## config.mk

```make
export PLATFORM = sky130hd
export DESIGN_NAME = dif_inputs
export DESIGN_NICKNAME = d
export VERILOG_FILES = /design/src/pkg/dif_pkg.sv /design/src/design/dif_inputs.sv
export SDC_FILE = /design/constraint.sdc
export NUM_CORES = 1
export LEC_CHECK = 0
export ABC_AREA = 0
export BUFFER_PORTS_ARGS = -buffer_cell sky130_fd_sc_hd__buf_2
export CAP_MARGIN = 30
export CORE_MARGIN = 1
export CORE_UTILIZATION = 30
export DETAILED_ROUTE_END_ITERATION = 8
export GPL_TIMING_DRIVEN = 0
export HOLD_SLACK_MARGIN = 0.12
export PLACE_DENSITY_LB_ADDON = 0.25
export SLEW_MARGIN = 40
export SYNTH_ARGS = -nofsm -noshare
export SYNTH_HDL_FRONTEND = slang
export SYNTH_SLANG_ARGS = --single-unit
```

## constraint.sdc

```tcl
create_clock -name mclk -period 1.09 [get_ports mclk]
set_input_delay 0.0545 -clock mclk [delete_from_list [all_inputs] [get_ports mclk]]
set_output_delay 0.0545 -clock mclk [all_outputs]
set_load 0.005 [all_outputs]
```

## src/pkg/dif_pkg.sv

```systemverilog
// How it works
// - Emergency input seen while operation enabled drops drive to switched-on standby.
// - Run and stop functions act only in analog mode, without fieldbus control.
// - Every entry of both input objects is read-only; writes are refused.
// - Function field codes: 0 none, 1 run, 2 stop, 3 emergency, 4 reset, 5/6 limits.
// - State field reads the pin level, 0 for low and 1 for high, whatever the edge select.
// - Edge field reads 0 for positive edge trigger, 1 for negative edge.
// - Unimplemented sub-index is answered with abort code 0x06090011.
// - Reset input is filtered for 100 ms before it fires a hardware reset.
// - While a limit input reads 1 the drive is held in its stop state.
package dif_pkg;

  // Object dictionary indexes of the two input objects
  localparam logic [15:0] DIF_IDX_INPUT_ONE = 16'h3021;
  localparam logic [15:0] DIF_IDX_INPUT_TWO = 16'h3022;

  // Sub-index layout inside each object
  localparam logic [7:0] DIF_SUB_ENTRY_COUNT = 8'h00;
  localparam logic [7:0] DIF_SUB_FUNC_SELECT = 8'h01;
  localparam logic [7:0] DIF_SUB_LEVEL_STATE = 8'h02;
  localparam logic [7:0] DIF_SUB_EDGE_SELECT = 8'h03;

  // Reset value of the entry count entry
  localparam logic [15:0] DIF_ENTRY_COUNT_RST = 16'h0005;

  // Abort answer for a sub-index that does not exist
  localparam logic [31:0] DIF_ABORT_NO_SUBINDEX = 32'h06090011;

  // Function assignment codes
  typedef enum logic [15:0] {
    DIF_FUNC_NONE = 16'h0000,
    DIF_FUNC_RUN = 16'h0001,
    DIF_FUNC_STOP = 16'h0002,
    DIF_FUNC_EMERGENCY = 16'h0003,
    DIF_FUNC_RESET = 16'h0004,
    DIF_FUNC_CLOCKWISE_LIMIT = 16'h0005,
    DIF_FUNC_COUNTER_CLOCKWISE_LIMIT = 16'h0006
  } dif_func_t;

  // Edge select codes
  localparam logic [15:0] DIF_EDGE_POSITIVE = 16'h0000;
  localparam logic [15:0] DIF_EDGE_NEGATIVE = 16'h0001;

  // Input state codes
  localparam logic [15:0] DIF_STATE_LOW = 16'h0000;
  localparam logic [15:0] DIF_STATE_HIGH = 16'h0001;

  // Timing: clock rate and reset filter time
  localparam int DIF_CLK_HZ = 40000000;
  localparam int DIF_RESET_FILTER_MS = 100;
  localparam int DIF_RESET_FILTER_CYCLES =
    (DIF_CLK_HZ / 1000) * DIF_RESET_FILTER_MS;

endpackage : dif_pkg

```

## src/design/dif_inputs.sv

```systemverilog
`timescale 1ns/10ps
module dif_inputs
  import dif_pkg::*;
#(
  parameter logic [15:0] IN1_FUNC = DIF_FUNC_RUN,
  parameter logic [15:0] IN1_EDGE = DIF_EDGE_POSITIVE,
  parameter logic [15:0] IN2_FUNC = DIF_FUNC_STOP,
  parameter logic [15:0] IN2_EDGE = DIF_EDGE_POSITIVE,
  parameter int RESET_FILTER_CYCLES = DIF_RESET_FILTER_CYCLES,
  parameter logic [31:0] ABORT_READ_ONLY = 32'h06010002,
  parameter logic [31:0] ABORT_NO_OBJECT = 32'h06020000
) (
  input wire logic mclk,
  input wire logic rst_n,
  input wire logic [1:0] din,
  input wire logic analog_mode,
  input wire logic op_enabled,
  input wire logic od_req,
  input wire logic od_write,
  input wire logic [15:0] od_index,
  input wire logic [7:0] od_subindex,
  output logic od_ack,
  output logic od_abort,
  output logic [31:0] od_abort_code,
  output logic [15:0] od_rdata,
  output logic cmd_run,
  output logic cmd_stop,
  output logic cmd_standby,
  output logic cmd_hw_reset,
  output logic limit_stop
);

  // Refuse configurations the logic cannot serve
  if (IN1_FUNC > DIF_FUNC_COUNTER_CLOCKWISE_LIMIT ||
      IN2_FUNC > DIF_FUNC_COUNTER_CLOCKWISE_LIMIT) begin : g_bad_func
    $error("dif_inputs: function code out of range");
  end
  if (IN1_EDGE > DIF_EDGE_NEGATIVE || IN2_EDGE > DIF_EDGE_NEGATIVE) begin : g_bad_edge
    $error("dif_inputs: edge code out of range");
  end
  if (RESET_FILTER_CYCLES < 1) begin : g_bad_filter
    $error("dif_inputs: reset filter must be at least one cycle");
  end

  // Fixed manufacturer assignment per input
  logic [15:0] func_sel [2];
  logic [15:0] edge_sel [2];
  assign func_sel[0] = IN1_FUNC;
  assign func_sel[1] = IN2_FUNC;
  assign edge_sel[0] = IN1_EDGE;
  assign edge_sel[1] = IN2_EDGE;

  logic [1:0] din_q, din_d;
  logic [1:0] trig;
  logic [1:0] active;
  logic [31:0] filt_q [2];
  logic [31:0] filt_d [2];
  logic [1:0] filt_fire;

  // Input level history and edge detection
  always_comb begin
    din_d = din;
    for (int i = 0; i < 2; i++) begin
      if (edge_sel[i] == DIF_EDGE_NEGATIVE) begin
        trig[i] = din_q[i] & ~din[i];
        active[i] = ~din[i];
      end else begin
        trig[i] = ~din_q[i] & din[i];
        active[i] = din[i];
      end
      if (func_sel[i] == DIF_FUNC_NONE) begin
        trig[i] = 1'b0;
      end
    end
  end

  always_ff @(posedge mclk or negedge rst_n) begin
    if (!rst_n) begin
      din_q <= 2'b00;
    end else begin
      din_q <= din_d;
    end
  end

  // Reset filter: armed by the edge, fires after the input stays active
  always_comb begin
    for (int i = 0; i < 2; i++) begin
      filt_d[i] = filt_q[i];
      filt_fire[i] = 1'b0;
      if (func_sel[i] != DIF_FUNC_RESET || !active[i]) begin
        filt_d[i] = 32'h0000_0000;
      end else if (filt_q[i] == 32'h0000_0000) begin
        if (trig[i]) begin
          filt_d[i] = 32'h0000_0001;
        end
      end else if (filt_q[i] == 32'(RESET_FILTER_CYCLES)) begin
        filt_fire[i] = 1'b1;
        filt_d[i] = 32'(RESET_FILTER_CYCLES) + 32'h0000_0001;
      end else if (filt_q[i] < 32'(RESET_FILTER_CYCLES)) begin
        filt_d[i] = filt_q[i] + 32'h0000_0001;
      end
    end
  end

  always_ff @(posedge mclk or negedge rst_n) begin
    if (!rst_n) begin
      filt_q[0] <= 32'h0000_0000;
      filt_q[1] <= 32'h0000_0000;
    end else begin
      filt_q[0] <= filt_d[0];
      filt_q[1] <= filt_d[1];
    end
  end

  // Drive commands from the assigned functions
  logic run_d, stop_d, standby_d, hw_reset_d, limit_d;
  logic run_q, stop_q, standby_q, hw_reset_q, limit_q;

  always_comb begin
    run_d = 1'b0;
    stop_d = 1'b0;
    standby_d = 1'b0;
    hw_reset_d = |filt_fire;
    limit_d = 1'b0;
    for (int i = 0; i < 2; i++) begin
      unique case (func_sel[i])
        DIF_FUNC_RUN: begin
          if (trig[i] && analog_mode) run_d = 1'b1;
        end
        DIF_FUNC_STOP: begin
          if (trig[i] && analog_mode) stop_d = 1'b1;
        end
        DIF_FUNC_EMERGENCY: begin
          if (trig[i] && op_enabled) standby_d = 1'b1;
        end
        DIF_FUNC_CLOCKWISE_LIMIT, DIF_FUNC_COUNTER_CLOCKWISE_LIMIT: begin
          if (din[i]) limit_d = 1'b1;
        end
        default: begin
        end
      endcase
    end
  end

  always_ff @(posedge mclk or negedge rst_n) begin
    if (!rst_n) begin
      run_q <= 1'b0;
      stop_q <= 1'b0;
      standby_q <= 1'b0;
      hw_reset_q <= 1'b0;
      limit_q <= 1'b0;
    end else begin
      run_q <= run_d;
      stop_q <= stop_d;
      standby_q <= standby_d;
      hw_reset_q <= hw_reset_d;
      limit_q <= limit_d;
    end
  end

  assign cmd_run = run_q;
  assign cmd_stop = stop_q;
  assign cmd_standby = standby_q;
  assign cmd_hw_reset = hw_reset_q;
  assign limit_stop = limit_q;

  // Object dictionary read port, answered one cycle after the request
  logic ack_d, abort_d;
  logic ack_q, abort_q;
  logic [31:0] code_d, code_q;
  logic [15:0] rdata_d, rdata_q;
  logic sel_ok;
  logic sel_idx;

  always_comb begin
    ack_d = od_req;
    abort_d = 1'b0;
    code_d = 32'h0000_0000;
    rdata_d = 16'h0000;
    sel_ok = 1'b1;
    sel_idx = (od_index == DIF_IDX_INPUT_TWO);
    if (od_req) begin
      if (od_index != DIF_IDX_INPUT_ONE && od_index != DIF_IDX_INPUT_TWO) begin
        sel_ok = 1'b0;
        code_d = ABORT_NO_OBJECT;
      end else begin
        unique case (od_subindex)
          DIF_SUB_ENTRY_COUNT: rdata_d = DIF_ENTRY_COUNT_RST;
          DIF_SUB_FUNC_SELECT: rdata_d = func_sel[sel_idx];
          DIF_SUB_LEVEL_STATE: begin
            rdata_d = din_q[sel_idx] ? DIF_STATE_HIGH : DIF_STATE_LOW;
          end
          DIF_SUB_EDGE_SELECT: rdata_d = edge_sel[sel_idx];
          default: begin
            sel_ok = 1'b0;
            code_d = DIF_ABORT_NO_SUBINDEX;
          end
        endcase
        if (sel_ok && od_write) begin
          sel_ok = 1'b0;
          rdata_d = 16'h0000;
          code_d = ABORT_READ_ONLY;
        end
      end
      abort_d = ~sel_ok;
    end
  end

  always_ff @(posedge mclk or negedge rst_n) begin
    if (!rst_n) begin
      ack_q <= 1'b0;
      abort_q <= 1'b0;
      code_q <= 32'h0000_0000;
      rdata_q <= 16'h0000;
    end else begin
      ack_q <= ack_d;
      abort_q <= abort_d;
      code_q <= code_d;
      rdata_q <= rdata_d;
    end
  end

  assign od_ack = ack_q;
  assign od_abort = abort_q;
  assign od_abort_code = code_q;
  assign od_rdata = rdata_q;

endmodule : dif_inputs

```

# --- Word level (Yosys, flattened, before mapping) ---
# Index checks and enable logic that the tools add are counted.
totals:
  reg_bits: 54
classes:
  magnitude_cmp: 2
  n_eq_ne: 6
  n_mux: 25
  bitwise: 6
  reduce_logical: 6
ops:
  columns: ["cell", "n"]
  rows:
  - ["16-bit 2-to-1 mux", 7]
  - ["32-bit 2-to-1 mux", 3]
  - ["16-bit one-hot mux with 4 select lines", 1]
  - ["16-bit by 14-bit inequality test with 1-bit output (second input constant)", 2]
  - ["27-bit 2-to-1 mux", 1]
  - ["16-bit by 14-bit == test with 1-bit output (second input constant)", 1]
  - ["8-bit by 2-bit == test with 1-bit output (second input constant)", 2]
  - ["1-bit 2-to-1 mux", 12]
  - ["8-bit by 1-bit == test with 1-bit output (second input constant)", 1]
  - ["8-bit zero test", 1]
  - ["1-bit logical AND", 4]
  - ["4-bit OR reduction", 1]
  - ["1-bit inverter", 3]
  - ["1-bit bitwise AND", 2]
  - ["2-bit >= comparator (second input constant)", 1]
  - ["1-bit by 2-bit < comparator with 1-bit output (second input constant)", 1]
  - ["2-bit 2-to-1 mux", 1]
  - ["1-bit inverter with 2-bit output", 1]

# --- Depth between registers and ports, before layout ---
# Gate-level depths: netlist of run 1.
logic_depth:
  ltp_word: 11
  depth_mapped: 4
  mapped_depth_nobuf: 4

# --- Worst setup path after synthesis of run 1 ---
# OpenSTA, ideal clock, no wires.
synth_path:
  path_kind: "input-to-reg"
  startpoint: "input port od_index[9]"
  endpoint: "register rdata_q[0], in the netlist od_rdata[0]"
  setup_time_ps: 111
  arrival_time_ps: 1078
  path_slack_ps: -100
  stages: 4
  path_buffers: 0
  cell_sequence: "nor4_2 > nand2_1 > or3_4 > a2111oi_2"
synth_between:
  elab_chain_len: 9
synth_lines:
  columns: ["element", "line", "rtl"]
  rows:
  - ["start, declared", "dif_inputs.sv:20", "input wire logic [15:0] od_index,"]
  - ["16-bit by 14-bit == test with 1-bit output", "dif_inputs.sv:181", "sel_idx = (od_index == DIF_IDX_INPUT_TWO);"]
  - ["1-bit inverter with 2-bit output (implied by the code)", "dif_inputs.sv:189", "DIF_SUB_FUNC_SELECT: rdata_d = func_sel[sel_idx];"]
  - ["2-bit 2-to-1 mux (implied by the code)", "dif_inputs.sv:189", null]
  - ["16-bit 2-to-1 mux (implied by the code) (2 in series)", "dif_inputs.sv:189", null]
  - ["16-bit one-hot mux with 4 select lines", "dif_inputs.sv:187", "unique case (od_subindex)"]
  - ["16-bit 2-to-1 mux", "dif_inputs.sv:199", "if (sel_ok && od_write) begin"]
  - ["16-bit 2-to-1 mux *", "dif_inputs.sv:183", "if (od_index != DIF_IDX_INPUT_ONE && od_index != DIF_IDX_INPUT_TWO) begin"]
  - ["16-bit 2-to-1 mux *", "dif_inputs.sv:182", "if (od_req) begin"]
  - ["via rdata_d[0]", "dif_inputs.sv:171", "logic [15:0] rdata_d, rdata_q;"]
  - ["end signal, assigned", "dif_inputs.sv:219", "rdata_q <= rdata_d;"]
  - ["end, declared", "dif_inputs.sv:171", null]
# The timed path passes the listed nets; every way through them passes the cells marked *. The select of a mux whose other input is x is not followed.

# --- Worst setup path after layout of run 1 ---
layout_path:
  startpoint: "input port od_subindex[1]"
  endpoint: "register rdata_q[0], in the netlist od_rdata[0]"
layout_between:
  elab_chain_len: 9
layout_lines:
  columns: ["element", "line", "rtl"]
  rows:
  - ["start, declared", "dif_inputs.sv:21", "input wire logic [7:0] od_subindex,"]
  - ["8-bit by 2-bit == test with 1-bit output (tied with other cells)", "dif_inputs.sv:187", null]
  - ["4-bit OR reduction (no source line)", null, null]
  - ["1-bit 2-to-1 mux", "dif_inputs.sv:187", null]
  - ["1-bit 2-to-1 mux", "dif_inputs.sv:183", null]
  - ["1-bit 2-to-1 mux", "dif_inputs.sv:182", null]
  - ["1-bit logical AND", "dif_inputs.sv:199", null]
  - ["16-bit 2-to-1 mux *", "dif_inputs.sv:199", null]
  - ["16-bit 2-to-1 mux *", "dif_inputs.sv:183", null]
  - ["16-bit 2-to-1 mux *", "dif_inputs.sv:182", null]
  - ["via rdata_d[0]", "dif_inputs.sv:171", null]
# Marks and branches as above.

==> results of run 1 <==
[per-stage QoR]
step | power (uW) | setup TNS, ns | area [sq um] | hold slack, ns | setup slack (ns)
after floorplan | 714 | -0.0276 | 1080 | -0.241 | -0.0276
after global placement | 805 | -1.07 | 1340 | -0.0485 | -0.242
after detailed placement | 809 | -1.18 | 1340 | -0.0413 | -0.250
after CTS | 1200 | 0 | 1470 | 0.0246 | 0.0240
after global routing | 1270 | -0.0541 | 1490 | 0.0637 | -0.0509
final | 1200 | 0 | 1490 | 0.0487 | 0.0262
[registers in the layout (all words and copies together), names as in the netlist]
signal	count
od_rdata	3
cmd_run	1
od_ack	1
od_abort	1
od_abort_code	5
din_q	2
cmd_stop	1
[how the worst min path moves through the flow]
stage | from | end | cells after the start
6_report | od_subindex[2] | od_abort_code[19]$_DFF_PN0_ | 3
5_1_grt | od_subindex[2] | od_abort_code[19]$_DFF_PN0_ | 3
4_1_cts | od_subindex[2] | od_abort_code[1]$_DFF_PN0_ | 4
3_5_place_dp | rst_n | od_ack$_DFF_PN0_ | 1
3_3_place_gp | rst_n | od_ack$_DFF_PN0_ | 1
2_1_floorplan | rst_n | cmd_run$_DFF_PN0_ | 0
[area by class of cell]
cell class                      instances  area [sq um]  area share
Buffer                                 43           323       0.216
Tap cell                               31          38.8      0.0260
Inverter                                2          7.51     0.00503
Sequential cell                        14           350       0.235
Timing Repair Buffer                   54           315       0.211
Clock buffer                            4          36.3      0.0243
Multi-Input combinational cell         72           420       0.282
[cells by family after synthesis]
family | synth area share
buf+inv | 0.366
xor+xnor | 0.00971
compound gates | 0.0333
simple gates | 0.187
mux | 0.0111
flops | 0.388
other cells | 0.00416
[placed cells by master, fill, tap and decap left out, drive strengths merged, types with 2 or more instances in the layout]
| master | instances |
|---|---|
| a21oi | 3 |
| buf | 88 |
| clkbuf | 4 |
| conb | 40 |
| dfrtp | 14 |
| dlygate4sd3 | 9 |
| inv | 2 |
| nand2 | 4 |
| nand2b | 2 |
| nor2 | 7 |
| nor4 | 4 |
| nor4b | 2 |
[routing by layer]
layer / part of all wire / vias up / global-route usage / routed length (um)
li1: - / 411 / - / -
met1: 0.36 / 355 / 0.119 / 701
met2: 0.51 / 61 / 0.224 / 985
met3: 0.12 / 2 / 0.0138 / 230
met4: 0.012 / 0 / 0.0732 / 23
met5: 0 / - / 0 / 0
[report_power, final]
part / switching, uW / internal [uW]
registers: 4.69 / 533
clock network: 164 / 203
logic: 121 / 178
[worst max-delay path: stages]
cell and delay (ns):
sky130_fd_sc_hd__dlygate4sd3_1 0.53, sky130_fd_sc_hd__buf_2 0.17, sky130_fd_sc_hd__a21oi_2 0.12, sky130_fd_sc_hd__mux2i_1 0.10, sky130_fd_sc_hd__a2111oi_4 0.27
[what timing repair did]
item,4_1_cts,5_1_grt
buffers inserted,0,0
endpoints found under the setup margin,0,3
endpoints found under the hold margin,28,5
resized for setup,0,5
==> flow_summary.html, run 1 <==
<table>
<tr><th>Metric</th><th>Value</th></tr>
<tr><th colspan="2">Power and ir drop</th></tr>
<tr><td>Max VDD drop</td><td>298 uV</td></tr>
<tr><td>Power per standard cell area</td><td>808 nW/um^2</td></tr>
<tr><td>Static Leak</td><td>0.000885 uW</td></tr>
<tr><th colspan="2">Critical path</th></tr>
<tr><td>CP startpoint kind</td><td>input pin</td></tr>
<tr><td>Worst-case register-to-register setup slack</td><td>0.12 ns</td></tr>
<tr><td>Data required, critical path</td><td>1.27 ns</td></tr>
<tr><td>Worst setup path endpoint</td><td>od_rdata[0]$_DFF_PN0_</td></tr>
<tr><td>Worst Reg-to-Reg Cells</td><td>4</td></tr>
<tr><td>Crit path capture type</td><td>flip-flop</td></tr>
<tr><td>Peak fanout along the critical path</td><td>5</td></tr>
<tr><td>Data arrival time at the worst-slack endpoint</td><td>1.25 ns</td></tr>
<tr><td>Worst Setup SP</td><td>od_subindex[1]</td></tr>
<tr><td>WS Path Type</td><td>in2reg</td></tr>
<tr><td>Critical R2R Launch</td><td>din_q[1]$_DFF_PN0_</td></tr>
<tr><td>Terminus of the critical flop-to-flop path</td><td>od_rdata[0]$_DFF_PN0_</td></tr>
<tr><th colspan="2">Detailed routing</th></tr>
<tr><td>Remaining antenna violation count</td><td>0</td></tr>
<tr><td>WL/cell</td><td>8.82 um</td></tr>
<tr><td>Initial DRC Count</td><td>21</td></tr>
<tr><td>Residual DRC count</td><td>12</td></tr>
<tr><td>Detailed-routing iteration count for the pre-antenna-repair pass</td><td>5</td></tr>
<tr><td>Number of vias per cell</td><td>3.77</td></tr>
<tr><td>Vias</td><td>829</td></tr>
<tr><td>Routed wire length</td><td>1940 um</td></tr>
<tr><th colspan="2">Timing</th></tr>
<tr><td>Final min period</td><td>1.06 ns</td></tr>
<tr><td>Unrepaired setup endpoints after global routing</td><td>yes</td></tr>
<tr><td>Worst clock skew</td><td>0.000405 ns</td></tr>
<tr><td>Final count of pins violating max slew</td><td>0</td></tr>
<tr><td>Post-route fraction of the period consumed by the critical path</td><td>0.976</td></tr>
<tr><td>Endpoints failing hold</td><td>0</td></tr>
<tr><td>FMAX</td><td>940 MHz</td></tr>
<tr><td>Setup Viol. Count Final</td><td>0</td></tr>
<tr><th colspan="2">Place</th></tr>
<tr><td>Total half-perimeter wirelength after legalization and detailed placement</td><td>1530 um</td></tr>
<tr><td>Cell Count Post-Placement</td><td>207</td></tr>
<tr><td>Count of input and output buffers</td><td>45</td></tr>
<tr><td>Routability congestion estimate</td><td>0.676</td></tr>
<tr><th colspan="2">Floorplan</th></tr>
<tr><td>Die footprint</td><td>3230 sq um</td></tr>
<tr><td>Width of the die</td><td>56.8 um</td></tr>
<tr><td>Starting utilization of the core area</td><td>0.322</td></tr>
<tr><td>Number of core rows</td><td>19</td></tr>
<tr><td>Die Height</td><td>56.8 um</td></tr>
<tr><td>Number of top-level design ports</td><td>87</td></tr>
<tr><td>Standard cell core area</td><td>2810 sq um</td></tr>
<tr><th colspan="2">Finish</th></tr>
<tr><td>Synth-to-layout area growth</td><td>65.3%</td></tr>
<tr><td>Ratio of cells with drive above 1 in the final layout</td><td>0.534</td></tr>
<tr><td>Final Instance Count excl. Fillers</td><td>220</td></tr>
<tr><td>Final cell utilization of the core</td><td>0.532</td></tr>
<tr><td>Number of nets in the final layout</td><td>222</td></tr>
<tr><td>Antenna diode instance count</td><td>0</td></tr>
<tr><td>Filler Cell Count</td><td>258</td></tr>
<tr><th colspan="2">GRT</th></tr>
<tr><td>First-pass GRT wire length</td><td>2850 um</td></tr>
<tr><td>Initial antenna violation count</td><td>0</td></tr>
<tr><td>Aggregate global routing overflow</td><td>0</td></tr>
<tr><td>Pin count of the biggest net entering global routing</td><td>15</td></tr>
<tr><td>Combined global-route utilization of all metal layers</td><td>0.117</td></tr>
<tr><td>Number of global-route vias before repair</td><td>740</td></tr>
<tr><th colspan="2">Yosys</th></tr>
<tr><td>Post-synthesis instance total</td><td>92</td></tr>
<tr><td>Share of synthesized area occupied by flip-flops and latches</td><td>0.388</td></tr>
<tr><td>Async SR Flop Fraction</td><td>1.00</td></tr>
<tr><td>Top flip-flop cell by instance count after synthesis</td><td>sky130_fd_sc_hd__dfrtp_1</td></tr>
<tr><td>Synth area leaders</td><td>sky130_fd_sc_hd__dfrtp_1 (39%), sky130_fd_sc_hd__buf_4 (36%), sky130_fd_sc_hd__nor2_1 (2.9%)</td></tr>
<tr><td>Count leader, synth</td><td>sky130_fd_sc_hd__buf_4</td></tr>
<tr><td>Average instance area after synthesis</td><td>9.81 sq um</td></tr>
<tr><td>Number of enable-type register cells in the synthesized netlist</td><td>0</td></tr>
<tr><td>Post-synthesis sequential element count</td><td>14</td></tr>
<tr><td>Top post-synthesis cells by count</td><td>sky130_fd_sc_hd__buf_4 (43), sky130_fd_sc_hd__dfrtp_1 (14), sky130_fd_sc_hd__nor2_1 (7)</td></tr>
<tr><td>Share of Yosys cell area claimed by the top area cell type</td><td>0.388</td></tr>
<tr><td>Yosys cell types</td><td>22</td></tr>
<tr><td>Leading area contributor after synthesis</td><td>sky130_fd_sc_hd__dfrtp_1</td></tr>
<tr><td>Netlist Area Pre-Place</td><td>902 sq um</td></tr>
<tr><td>Synth warn</td><td>0</td></tr>
<tr><th colspan="2">Status</th></tr>
<tr><td>Violated checks</td><td>DRC</td></tr>
<tr><td>Status</td><td>complete, but fails checks</td></tr>
<tr><th colspan="2">Clocking</th></tr>
<tr><td>TritonCTS clock tree</td><td>done</td></tr>
<tr><td>Total of hold buffers inserted after clock tree synthesis</td><td>9</td></tr>
<tr><td>Number of levels in the clock H-tree</td><td>1</td></tr>
<tr><td>Maximum root-to-sink buffer count</td><td>2</td></tr>
<tr><td>Number of clock buffers inserted by TritonCTS</td><td>3</td></tr>
<tr><td>Clock Latency Late Sink</td><td>0.28 ns</td></tr>
<tr><td>Clock net sink count</td><td>14</td></tr>
<tr><td>Cell chosen for the clock root</td><td>sky130_fd_sc_hd__clkbuf_4</td></tr>
<tr><td>Clock input transition at the sequential cells of the worst setup and hold paths</td><td>0.08 ns</td></tr>
<tr><th colspan="2">Job</th></tr>
<tr><td>Number of violations of the max-capacitance limit</td><td>0</td></tr>
<tr><th colspan="2">Hold path</th></tr>
<tr><td>HP Class</td><td>in2reg</td></tr>
</table>
Power figures use the tool's default switching activity.
==> run 2: changes to the inputs <==
--- a/config.mk
+++ b/config.mk
@@ -8,7 +8,7 @@
 export ABC_AREA = 0
 export BUFFER_PORTS_ARGS = -buffer_cell sky130_fd_sc_hd__buf_2
 export CAP_MARGIN = 30
-export CORE_MARGIN = 1
+export CORE_MARGIN = 4
 export CORE_UTILIZATION = 30
 export DETAILED_ROUTE_END_ITERATION = 8
 export GPL_TIMING_DRIVEN = 0
==> run 2 against run 1 <==
The run now ends clean. Global-route usage shrank 1.4 points. Core utilization is 0.40 points lower. First-iteration DRC count increased by 4.8%. Fmax increased by 1.0%. Power down 8.6%. Clock power shrank 27%. Non-clock buffer count did not move. Sequential cell count did not move. Hold slack better by 0.014 ns. Setup slack better by 0.011 ns. Clock-buffer cell count shrank 1. Routed wire length rose by 7.3%. Critical path type unchanged. Critical endpoint unchanged. Largest power group unchanged. Highest routed layer unchanged.
==> flow_summary.html, run 2 (synthesis gave the netlist of run 1 again) <==
<table>
<tr><th>Metric</th><th>Value</th></tr>
<tr><th colspan="2">Critical path</th></tr>
<tr><td>Crit path capture type</td><td>flip-flop</td></tr>
<tr><td>Data required, critical path</td><td>1.26 ns (about the same)</td></tr>
<tr><td>Peak fanout along the critical path</td><td>4 (-1)</td></tr>
<tr><td>WS Path Type</td><td>in2reg</td></tr>
<tr><td>CP startpoint kind</td><td>input pin</td></tr>
<tr><td>Data arrival time at the worst-slack endpoint</td><td>1.22 ns (-0.03 ns)</td></tr>
<tr><th colspan="2">Finish</th></tr>
<tr><td>Commonest cells after routing, fill and taps aside</td><td>sky130_fd_sc_hd__buf_4 (45), sky130_fd_sc_hd__buf_2 (43), sky130_fd_sc_hd__conb_1 (40)</td></tr>
<tr><td>Final Instance Count excl. Fillers</td><td>219 (-0.45%)</td></tr>
<tr><td>Ratio of cells with drive above 1 in the final layout</td><td>0.527 (-0.00780)</td></tr>
<tr><td>Filler Cell Count</td><td>269 (+4.3%)</td></tr>
<tr><td>Most common library cell in the layout ignoring fill and taps</td><td>sky130_fd_sc_hd__buf_4</td></tr>
<tr><td>Synth-to-layout area growth</td><td>64.1%</td></tr>
<tr><td>Antenna diode instance count</td><td>0 (unchanged)</td></tr>
<tr><td>Max reg flops</td><td>5 (unchanged)</td></tr>
<tr><td>Number of nets in the final layout</td><td>222 (unchanged)</td></tr>
<tr><th colspan="2">Detailed routing</th></tr>
<tr><td>Initial DRC Count</td><td>22 (+4.8%)</td></tr>
<tr><td>Routed wire length</td><td>2080 um (+7.3%)</td></tr>
<tr><td>Detailed-routing iteration count for the pre-antenna-repair pass</td><td>3 (-2)</td></tr>
<tr><td>WL/cell</td><td>9.51 um (+7.8%)</td></tr>
<tr><td>Residual DRC count</td><td>0 (-12)</td></tr>
<tr><td>Number of vias per cell</td><td>3.68 (-2.5%)</td></tr>
<tr><td>Vias</td><td>805 (-2.9%)</td></tr>
<tr><td>Remaining antenna violation count</td><td>0 (unchanged)</td></tr>
<tr><th colspan="2">Floorplan</th></tr>
<tr><td>Die footprint</td><td>3950 sq um (+22%)</td></tr>
<tr><td>Standard cell core area</td><td>2810 sq um (unchanged)</td></tr>
<tr><td>Starting utilization of the core area</td><td>0.322 (unchanged)</td></tr>
<tr><td>Die Height</td><td>62.8 um (+11%)</td></tr>
<tr><td>Number of top-level design ports</td><td>87 (unchanged)</td></tr>
<tr><td>Width of the die</td><td>62.8 um (+11%)</td></tr>
<tr><td>Number of core rows</td><td>19 (unchanged)</td></tr>
<tr><th colspan="2">Hold path</th></tr>
<tr><td>HP Class</td><td>in2reg</td></tr>
<tr><th colspan="2">GRT</th></tr>
<tr><td>Initial antenna violation count</td><td>0 (unchanged)</td></tr>
<tr><td>First-pass GRT wire length</td><td>3310 um (+16%)</td></tr>
<tr><td>Pin count of the biggest net entering global routing</td><td>15 (unchanged)</td></tr>
<tr><td>Aggregate global routing overflow</td><td>0 (unchanged)</td></tr>
<tr><td>Combined global-route utilization of all metal layers</td><td>0.103 (-0.0143)</td></tr>
<tr><td>Number of global-route vias before repair</td><td>778 (+5.1%)</td></tr>
<tr><th colspan="2">Clocking</th></tr>
<tr><td>Clock Latency Late Sink</td><td>0.27 ns (about the same)</td></tr>
<tr><td>Total of hold buffers inserted after clock tree synthesis</td><td>9 (unchanged)</td></tr>
<tr><td>Cell chosen for the clock root</td><td>sky130_fd_sc_hd__clkbuf_4</td></tr>
<tr><td>Clock input transition at the sequential cells of the worst setup and hold paths</td><td>0.07 ns (about the same)</td></tr>
<tr><td>Maximum root-to-sink buffer count</td><td>2 (unchanged)</td></tr>
<tr><td>TritonCTS clock tree</td><td>done</td></tr>
<tr><td>Number of clock buffers inserted by TritonCTS</td><td>3 (unchanged)</td></tr>
<tr><td>Clock net sink count</td><td>14 (unchanged)</td></tr>
<tr><td>Number of levels in the clock H-tree</td><td>1 (unchanged)</td></tr>
<tr><th colspan="2">Place</th></tr>
<tr><td>Pre-CTS setup slack</td><td>-0.232 ns (+0.0178 ns)</td></tr>
<tr><td>Cell Count Post-Placement</td><td>207 (unchanged)</td></tr>
<tr><td>Total half-perimeter wirelength after legalization and detailed placement</td><td>1790 um (+17%)</td></tr>
<tr><td>Routability congestion estimate</td><td>0.721 (+6.7%)</td></tr>
<tr><td>Count of input and output buffers</td><td>45 (unchanged)</td></tr>
<tr><th colspan="2">Timing</th></tr>
<tr><td>Setup Viol. Count Final</td><td>0 (unchanged)</td></tr>
<tr><td>Final min period</td><td>1.05 ns (-0.0105 ns)</td></tr>
<tr><td>Worst setup slack after layout</td><td>0.0367 ns (+0.0105 ns)</td></tr>
<tr><td>Setup TNS</td><td>0 ns (unchanged)</td></tr>
<tr><td>Post-route fraction of the period consumed by the critical path</td><td>0.966 (-0.00966)</td></tr>
<tr><td>Endpoints failing hold</td><td>0 (unchanged)</td></tr>
<tr><td>FMAX</td><td>949 MHz (+1.0%)</td></tr>
<tr><td>Final count of pins violating max slew</td><td>0 (unchanged)</td></tr>
<tr><td>Worst clock skew</td><td>0.000472 ns (+0.0000668 ns)</td></tr>
<tr><td>Worst-case hold slack</td><td>0.0626 ns (+0.0139 ns)</td></tr>
<tr><th colspan="2">Power and ir drop</th></tr>
<tr><td>Max VDD drop</td><td>315 uV (+5.5%)</td></tr>
<tr><td>Total chip power</td><td>1100 uW (-8.6%)</td></tr>
<tr><td>Static Leak</td><td>0.000883 uW (-0.23%)</td></tr>
<tr><td>Power per standard cell area</td><td>744 nW/um^2 (-7.9%)</td></tr>
<tr><th colspan="2">Job</th></tr>
<tr><td>Number of violations of the max-capacitance limit</td><td>0 (unchanged)</td></tr>
<tr><th colspan="2">Status</th></tr>
<tr><td>Status</td><td>finished, final reports clean</td></tr>
</table>
run 2: metrics by stage:
stage | cell area, sq um | util
after global routing | 1480 | 0.528
after detailed placement | 1340 | 0.479
after floorplan | 1080 | -
final | 1480 | 0.528
after CTS | 1460 | 0.519
after global placement | 1340 | 0.479
run 2: where the power goes:
part	leakage, uW	internal [uW]	switching, uW	total [uW]
Sequential	0.000181	533	4.08	537
Combinational	0.000689	175	121	296
Clock	0.0000138	128	140	268
Total	0.000883	836	265	1100
run 2: timing repair:
item,4_1_cts,5_1_grt
endpoints found under the setup margin,0,3
hold endpoints to repair,28,1
resized for setup,0,4
setup buffers,0,2
run 2: final timing paths:
path,startpoint,endpoint,slack [ns],depth (start not counted)
max,od_subindex[0],od_rdata[0]$_DFF_PN0_,0.04,4
min,od_subindex[3],od_abort_code[19]$_DFF_PN0_,0.06,3
max reg2reg,din_q[1]$_DFF_PN0_,od_rdata[0]$_DFF_PN0_,0.11,4
min reg2reg,din_q[0]$_DFF_PN0_,cmd_run$_DFF_PN0_,0.43,1
max in group asynchronous,rst_n,cmd_run$_DFF_PN0_,0.66,2
min in group asynchronous,rst_n,od_abort_code[19]$_DFF_PN0_,0.20,2
run 2: metal layers:
| metal | GRT usage | up-vias | share of wire |
|---|---|---|---|
| li1 | - | 410 | - |
| met1 | 0.114 | 326 | 0.39 |
| met2 | 0.173 | 63 | 0.45 |
| met3 | 0.0432 | 6 | 0.13 |
| met4 | 0.0413 | 0 | 0.021 |
| met5 | 0 | - | 0 |
run 2: layout make-up:
type,count,area (sq um),share of cell area
clock buffer,3,22.5,0.0152
inverter,2,7.51,0.00507
buffer,43,323,0.218
sequential,14,350,0.237
tap,31,38.8,0.0262
timing repair buffer,54,323,0.218
multi-input combinational,72,415,0.281
run 2: worst max-delay path, stage by stage:
cell and delay (ns):
sky130_fd_sc_hd__dlygate4sd3_1 0.64, sky130_fd_sc_hd__a21oi_1 0.15, sky130_fd_sc_hd__mux2i_1 0.11, sky130_fd_sc_hd__a2111oi_4 0.26
==> run 3: changes to the inputs <==
==> constraint.sdc (replaced) <==
create_clock -name mclk -period 1.09 [get_ports mclk]
set_input_delay 0.109 -clock mclk [delete_from_list [all_inputs] [get_ports mclk]]
set_output_delay 0.109 -clock mclk [all_outputs]
set_load 0.005 [all_outputs]
==> run 3 against run 2 <==
The flow now finishes with violations (setup timing). Via count increased by 1.9%. Non-clock buffer count increased by 1. Combinational power increased by 2%. Final area increased by 0.68%. Core utilization increased by 0.36 points. Register-to-register slack about the same. Critical path depth increased by 1. Die area unchanged. Hold slack improved by 0.063 ns. Sequential cell count unchanged. Largest cell class unchanged.
==> flow_summary.html, run 3 (synthesis gave the netlist of run 1 again) <==
<table>
<tr><th>Metric</th><th>Value</th></tr>
<tr><th colspan="2">Floorplan</th></tr>
<tr><td>Starting utilization of the core area</td><td>0.322 (unchanged)</td></tr>
<tr><td>Die footprint</td><td>3950 sq um (unchanged)</td></tr>
<tr><td>Width of the die</td><td>62.8 um (unchanged)</td></tr>
<tr><td>Number of top-level design ports</td><td>87 (unchanged)</td></tr>
<tr><td>Standard cell core area</td><td>2810 sq um (unchanged)</td></tr>
<tr><td>Die Height</td><td>62.8 um (unchanged)</td></tr>
<tr><td>Number of core rows</td><td>19 (unchanged)</td></tr>
<tr><th colspan="2">Clocking</th></tr>
<tr><td>Clock net sink count</td><td>14 (unchanged)</td></tr>
<tr><td>Number of clock buffers inserted by TritonCTS</td><td>3 (unchanged)</td></tr>
<tr><td>Cell chosen for the clock root</td><td>sky130_fd_sc_hd__clkbuf_4</td></tr>
<tr><td>Clock Latency Late Sink</td><td>0.27 ns (about the same)</td></tr>
<tr><td>Number of levels in the clock H-tree</td><td>1 (unchanged)</td></tr>
<tr><td>Maximum root-to-sink buffer count</td><td>2 (unchanged)</td></tr>
<tr><td>TritonCTS clock tree</td><td>done</td></tr>
<tr><td>Clock input transition at the sequential cells of the worst setup and hold paths</td><td>0.07 ns (about the same)</td></tr>
<tr><th colspan="2">GRT</th></tr>
<tr><td>Aggregate global routing overflow</td><td>0 (unchanged)</td></tr>
<tr><td>Initial antenna violation count</td><td>0 (unchanged)</td></tr>
<tr><td>Number of global-route vias before repair</td><td>755 (-3.0%)</td></tr>
<tr><td>Pin count of the biggest net entering global routing</td><td>15 (unchanged)</td></tr>
<tr><td>First-pass GRT wire length</td><td>3200 um (-3.4%)</td></tr>
<tr><td>Combined global-route utilization of all metal layers</td><td>0.0998 (-0.00303)</td></tr>
<tr><th colspan="2">Place</th></tr>
<tr><td>Placement-stage cell area</td><td>1340 sq um (unchanged)</td></tr>
<tr><td>Total half-perimeter wirelength after legalization and detailed placement</td><td>1790 um (unchanged)</td></tr>
<tr><td>Routability congestion estimate</td><td>0.721 (unchanged)</td></tr>
<tr><td>Count of input and output buffers</td><td>45 (unchanged)</td></tr>
<tr><td>Cell Count Post-Placement</td><td>207 (unchanged)</td></tr>
<tr><th colspan="2">Timing</th></tr>
<tr><td>Endpoints failing hold</td><td>0 (unchanged)</td></tr>
<tr><td>Final count of pins violating max slew</td><td>0 (unchanged)</td></tr>
<tr><td>Setup Viol. Count Final</td><td>1 (+1)</td></tr>
<tr><td>Unrepaired setup endpoints after global routing</td><td>yes</td></tr>
<tr><td>Worst setup slack after layout</td><td>-0.0171 ns (-0.0538 ns)</td></tr>
<tr><td>Worst clock skew</td><td>0.000523 ns (+0.0000507 ns)</td></tr>
<tr><td>Post-route fraction of the period consumed by the critical path</td><td>1.02 (+0.0494)</td></tr>
<tr><td>Final min period</td><td>1.11 ns (+0.0538 ns)</td></tr>
<tr><td>FMAX</td><td>903 MHz (-4.9%)</td></tr>
<tr><th colspan="2">Finish</th></tr>
<tr><td>Antenna diode instance count</td><td>0 (unchanged)</td></tr>
<tr><td>Synth-to-layout area growth</td><td>65.2%</td></tr>
<tr><td>Final instance area</td><td>1490 sq um (+0.68%)</td></tr>
<tr><td>Most common library cell in the layout ignoring fill and taps</td><td>sky130_fd_sc_hd__buf_4</td></tr>
<tr><td>Reg area</td><td>350 sq um (unchanged)</td></tr>
<tr><td>Final Instance Count excl. Fillers</td><td>220 (+0.46%)</td></tr>
<tr><td>Filler Cell Count</td><td>268 (-0.37%)</td></tr>
<tr><td>Ratio of cells with drive above 1 in the final layout</td><td>0.534 (+0.00780)</td></tr>
<tr><td>Number of nets in the final layout</td><td>223 (+0.45%)</td></tr>
<tr><td>Commonest cells after routing, fill and taps aside</td><td>sky130_fd_sc_hd__buf_4 (45), sky130_fd_sc_hd__buf_2 (43), sky130_fd_sc_hd__conb_1 (40)</td></tr>
<tr><td>Max reg flops</td><td>5 (unchanged)</td></tr>
<tr><td>Multi-input combinational cell area</td><td>415 sq um (unchanged)</td></tr>
<tr><th colspan="2">Detailed routing</th></tr>
<tr><td>WL/cell</td><td>9.79 um (+2.9%)</td></tr>
<tr><td>Remaining antenna violation count</td><td>0 (unchanged)</td></tr>
<tr><td>Routed wire length</td><td>2150 um (+3.4%)</td></tr>
<tr><td>Detailed-routing iteration count for the pre-antenna-repair pass</td><td>6 (+3)</td></tr>
<tr><td>Number of vias per cell</td><td>3.73 (+1.4%)</td></tr>
<tr><td>Residual DRC count</td><td>0 (unchanged)</td></tr>
<tr><td>Initial DRC Count</td><td>17 (-23%)</td></tr>
<tr><td>Vias</td><td>820 (+1.9%)</td></tr>
<tr><th colspan="2">Critical path</th></tr>
<tr><td>WP buf/inv</td><td>1 (unchanged)</td></tr>
<tr><td>Delay of the slowest cell on the worst path</td><td>0.34 ns (-0.30 ns)</td></tr>
<tr><td>Data arrival time at the worst-slack endpoint</td><td>1.28 ns (+0.06 ns)</td></tr>
<tr><td>Peak fanout along the critical path</td><td>4 (unchanged)</td></tr>
<tr><td>WS Path Type</td><td>in2reg</td></tr>
<tr><td>Slowest cell on the critical path</td><td>sky130_fd_sc_hd__a2111oi_4</td></tr>
<tr><td>Data required, critical path</td><td>1.26 ns (about the same)</td></tr>
<tr><td>Top delay family on crit path</td><td>simple AND/OR/NAND/NOR gates</td></tr>
<tr><td>Crit path capture type</td><td>flip-flop</td></tr>
<tr><td>CP startpoint kind</td><td>input pin</td></tr>
<tr><td>Cell Chain, Critical Path</td><td>buf_6, nor4_1, nor3b_2, nand2b_1, a2111oi_4</td></tr>
<tr><th colspan="2">Power and ir drop</th></tr>
<tr><td>Power per standard cell area</td><td>743 nW/um^2 (-0.12%)</td></tr>
<tr><td>Static Leak</td><td>0.000882 uW (-0.11%)</td></tr>
<tr><td>Max VDD drop</td><td>320 uV (+1.8%)</td></tr>
<tr><th colspan="2">Job</th></tr>
<tr><td>Number of violations of the max-capacitance limit</td><td>0 (unchanged)</td></tr>
<tr><th colspan="2">Status</th></tr>
<tr><td>Violated checks</td><td>setup timing</td></tr>
<tr><td>Status</td><td>complete, but fails checks</td></tr>
<tr><th colspan="2">Hold path</th></tr>
<tr><td>HP Class</td><td>in2reg</td></tr>
</table>
run 3: final cells by class:
cell class / count / share of cell area
multi-input combinational: 72 / 0.279
inverter: 2 / 0.00504
clock buffer: 3 / 0.0151
tap: 31 / 0.0260
timing repair buffer: 55 / 0.223
buffer: 43 / 0.217
sequential: 14 / 0.235
run 3: final timing paths:
check | start | endpoint | slack [ns] | cells past startpoint
hold / removal | od_req | od_abort_code[17]$_DFF_PN0_ | 0.13 | 3
min in group asynchronous | rst_n | od_abort_code[1]$_DFF_PN0_ | 0.26 | 2
setup / recovery | od_subindex[6] | od_rdata[0]$_DFF_PN0_ | -0.02 | 5
hold reg to reg | din_q[0]$_DFF_PN0_ | cmd_run$_DFF_PN0_ | 0.43 | 1
setup reg to reg | din_q[1]$_DFF_PN0_ | od_rdata[0]$_DFF_PN0_ | 0.12 | 4
max in group asynchronous | rst_n | cmd_run$_DFF_PN0_ | 0.60 | 2
run 3: layer usage:
metal / track usage / wire length [um] / part of all wire / vias up
met3: 0.0432 / 311 / 0.14 / 6
met4: 0.0413 / 26 / 0.012 / 0
met5: 0 / 0 / 0 / -
met2: 0.162 / 1010 / 0.47 / 73
met1: 0.114 / 806 / 0.37 / 329
li1: - / - / - / 412
run 3: tightest hold or removal path, cell delays in order:
cell and delay, ns:
sky130_fd_sc_hd__buf_2 0.09, sky130_fd_sc_hd__inv_1 0.06, sky130_fd_sc_hd__nor2_1 0.09
run 3: timing repair:
action                     4_1_cts  5_1_grt
gates resized for setup          0        5
hold endpoints to repair        23        3
setup buffers                    0        2
pin swaps                        0        3
hold buffers                     7        1
setup endpoints to repair        1        3
run 3: per-stage QoR:
stage / util / hold slack, ns / setup WS [ns] / total power, uW / TNS, ns
2_1_floorplan: - / -0.187 / -0.0821 / 714 / -0.134
3_3_place_gp: 0.479 / 0.00464 / -0.279 / 806 / -1.45
3_5_place_dp: 0.479 / 0.0104 / -0.286 / 808 / -1.66
4_1_cts: 0.512 / -0.0306 / -0.0000193 / 1100 / -0.0000193
5_1_grt: 0.531 / 0.115 / -0.0688 / 1170 / -0.148
6_report: 0.531 / 0.126 / -0.0171 / 1110 / -0.0171
run 3: report_power, final:
| part | internal [uW] | leakage, uW | switching [uW] |
|---|---|---|---|
| Sequential | 533 | 0.000181 | 4.13 |
| Combinational | 179 | 0.000688 | 121 |
| Clock | 128 | 0.0000138 | 141 |
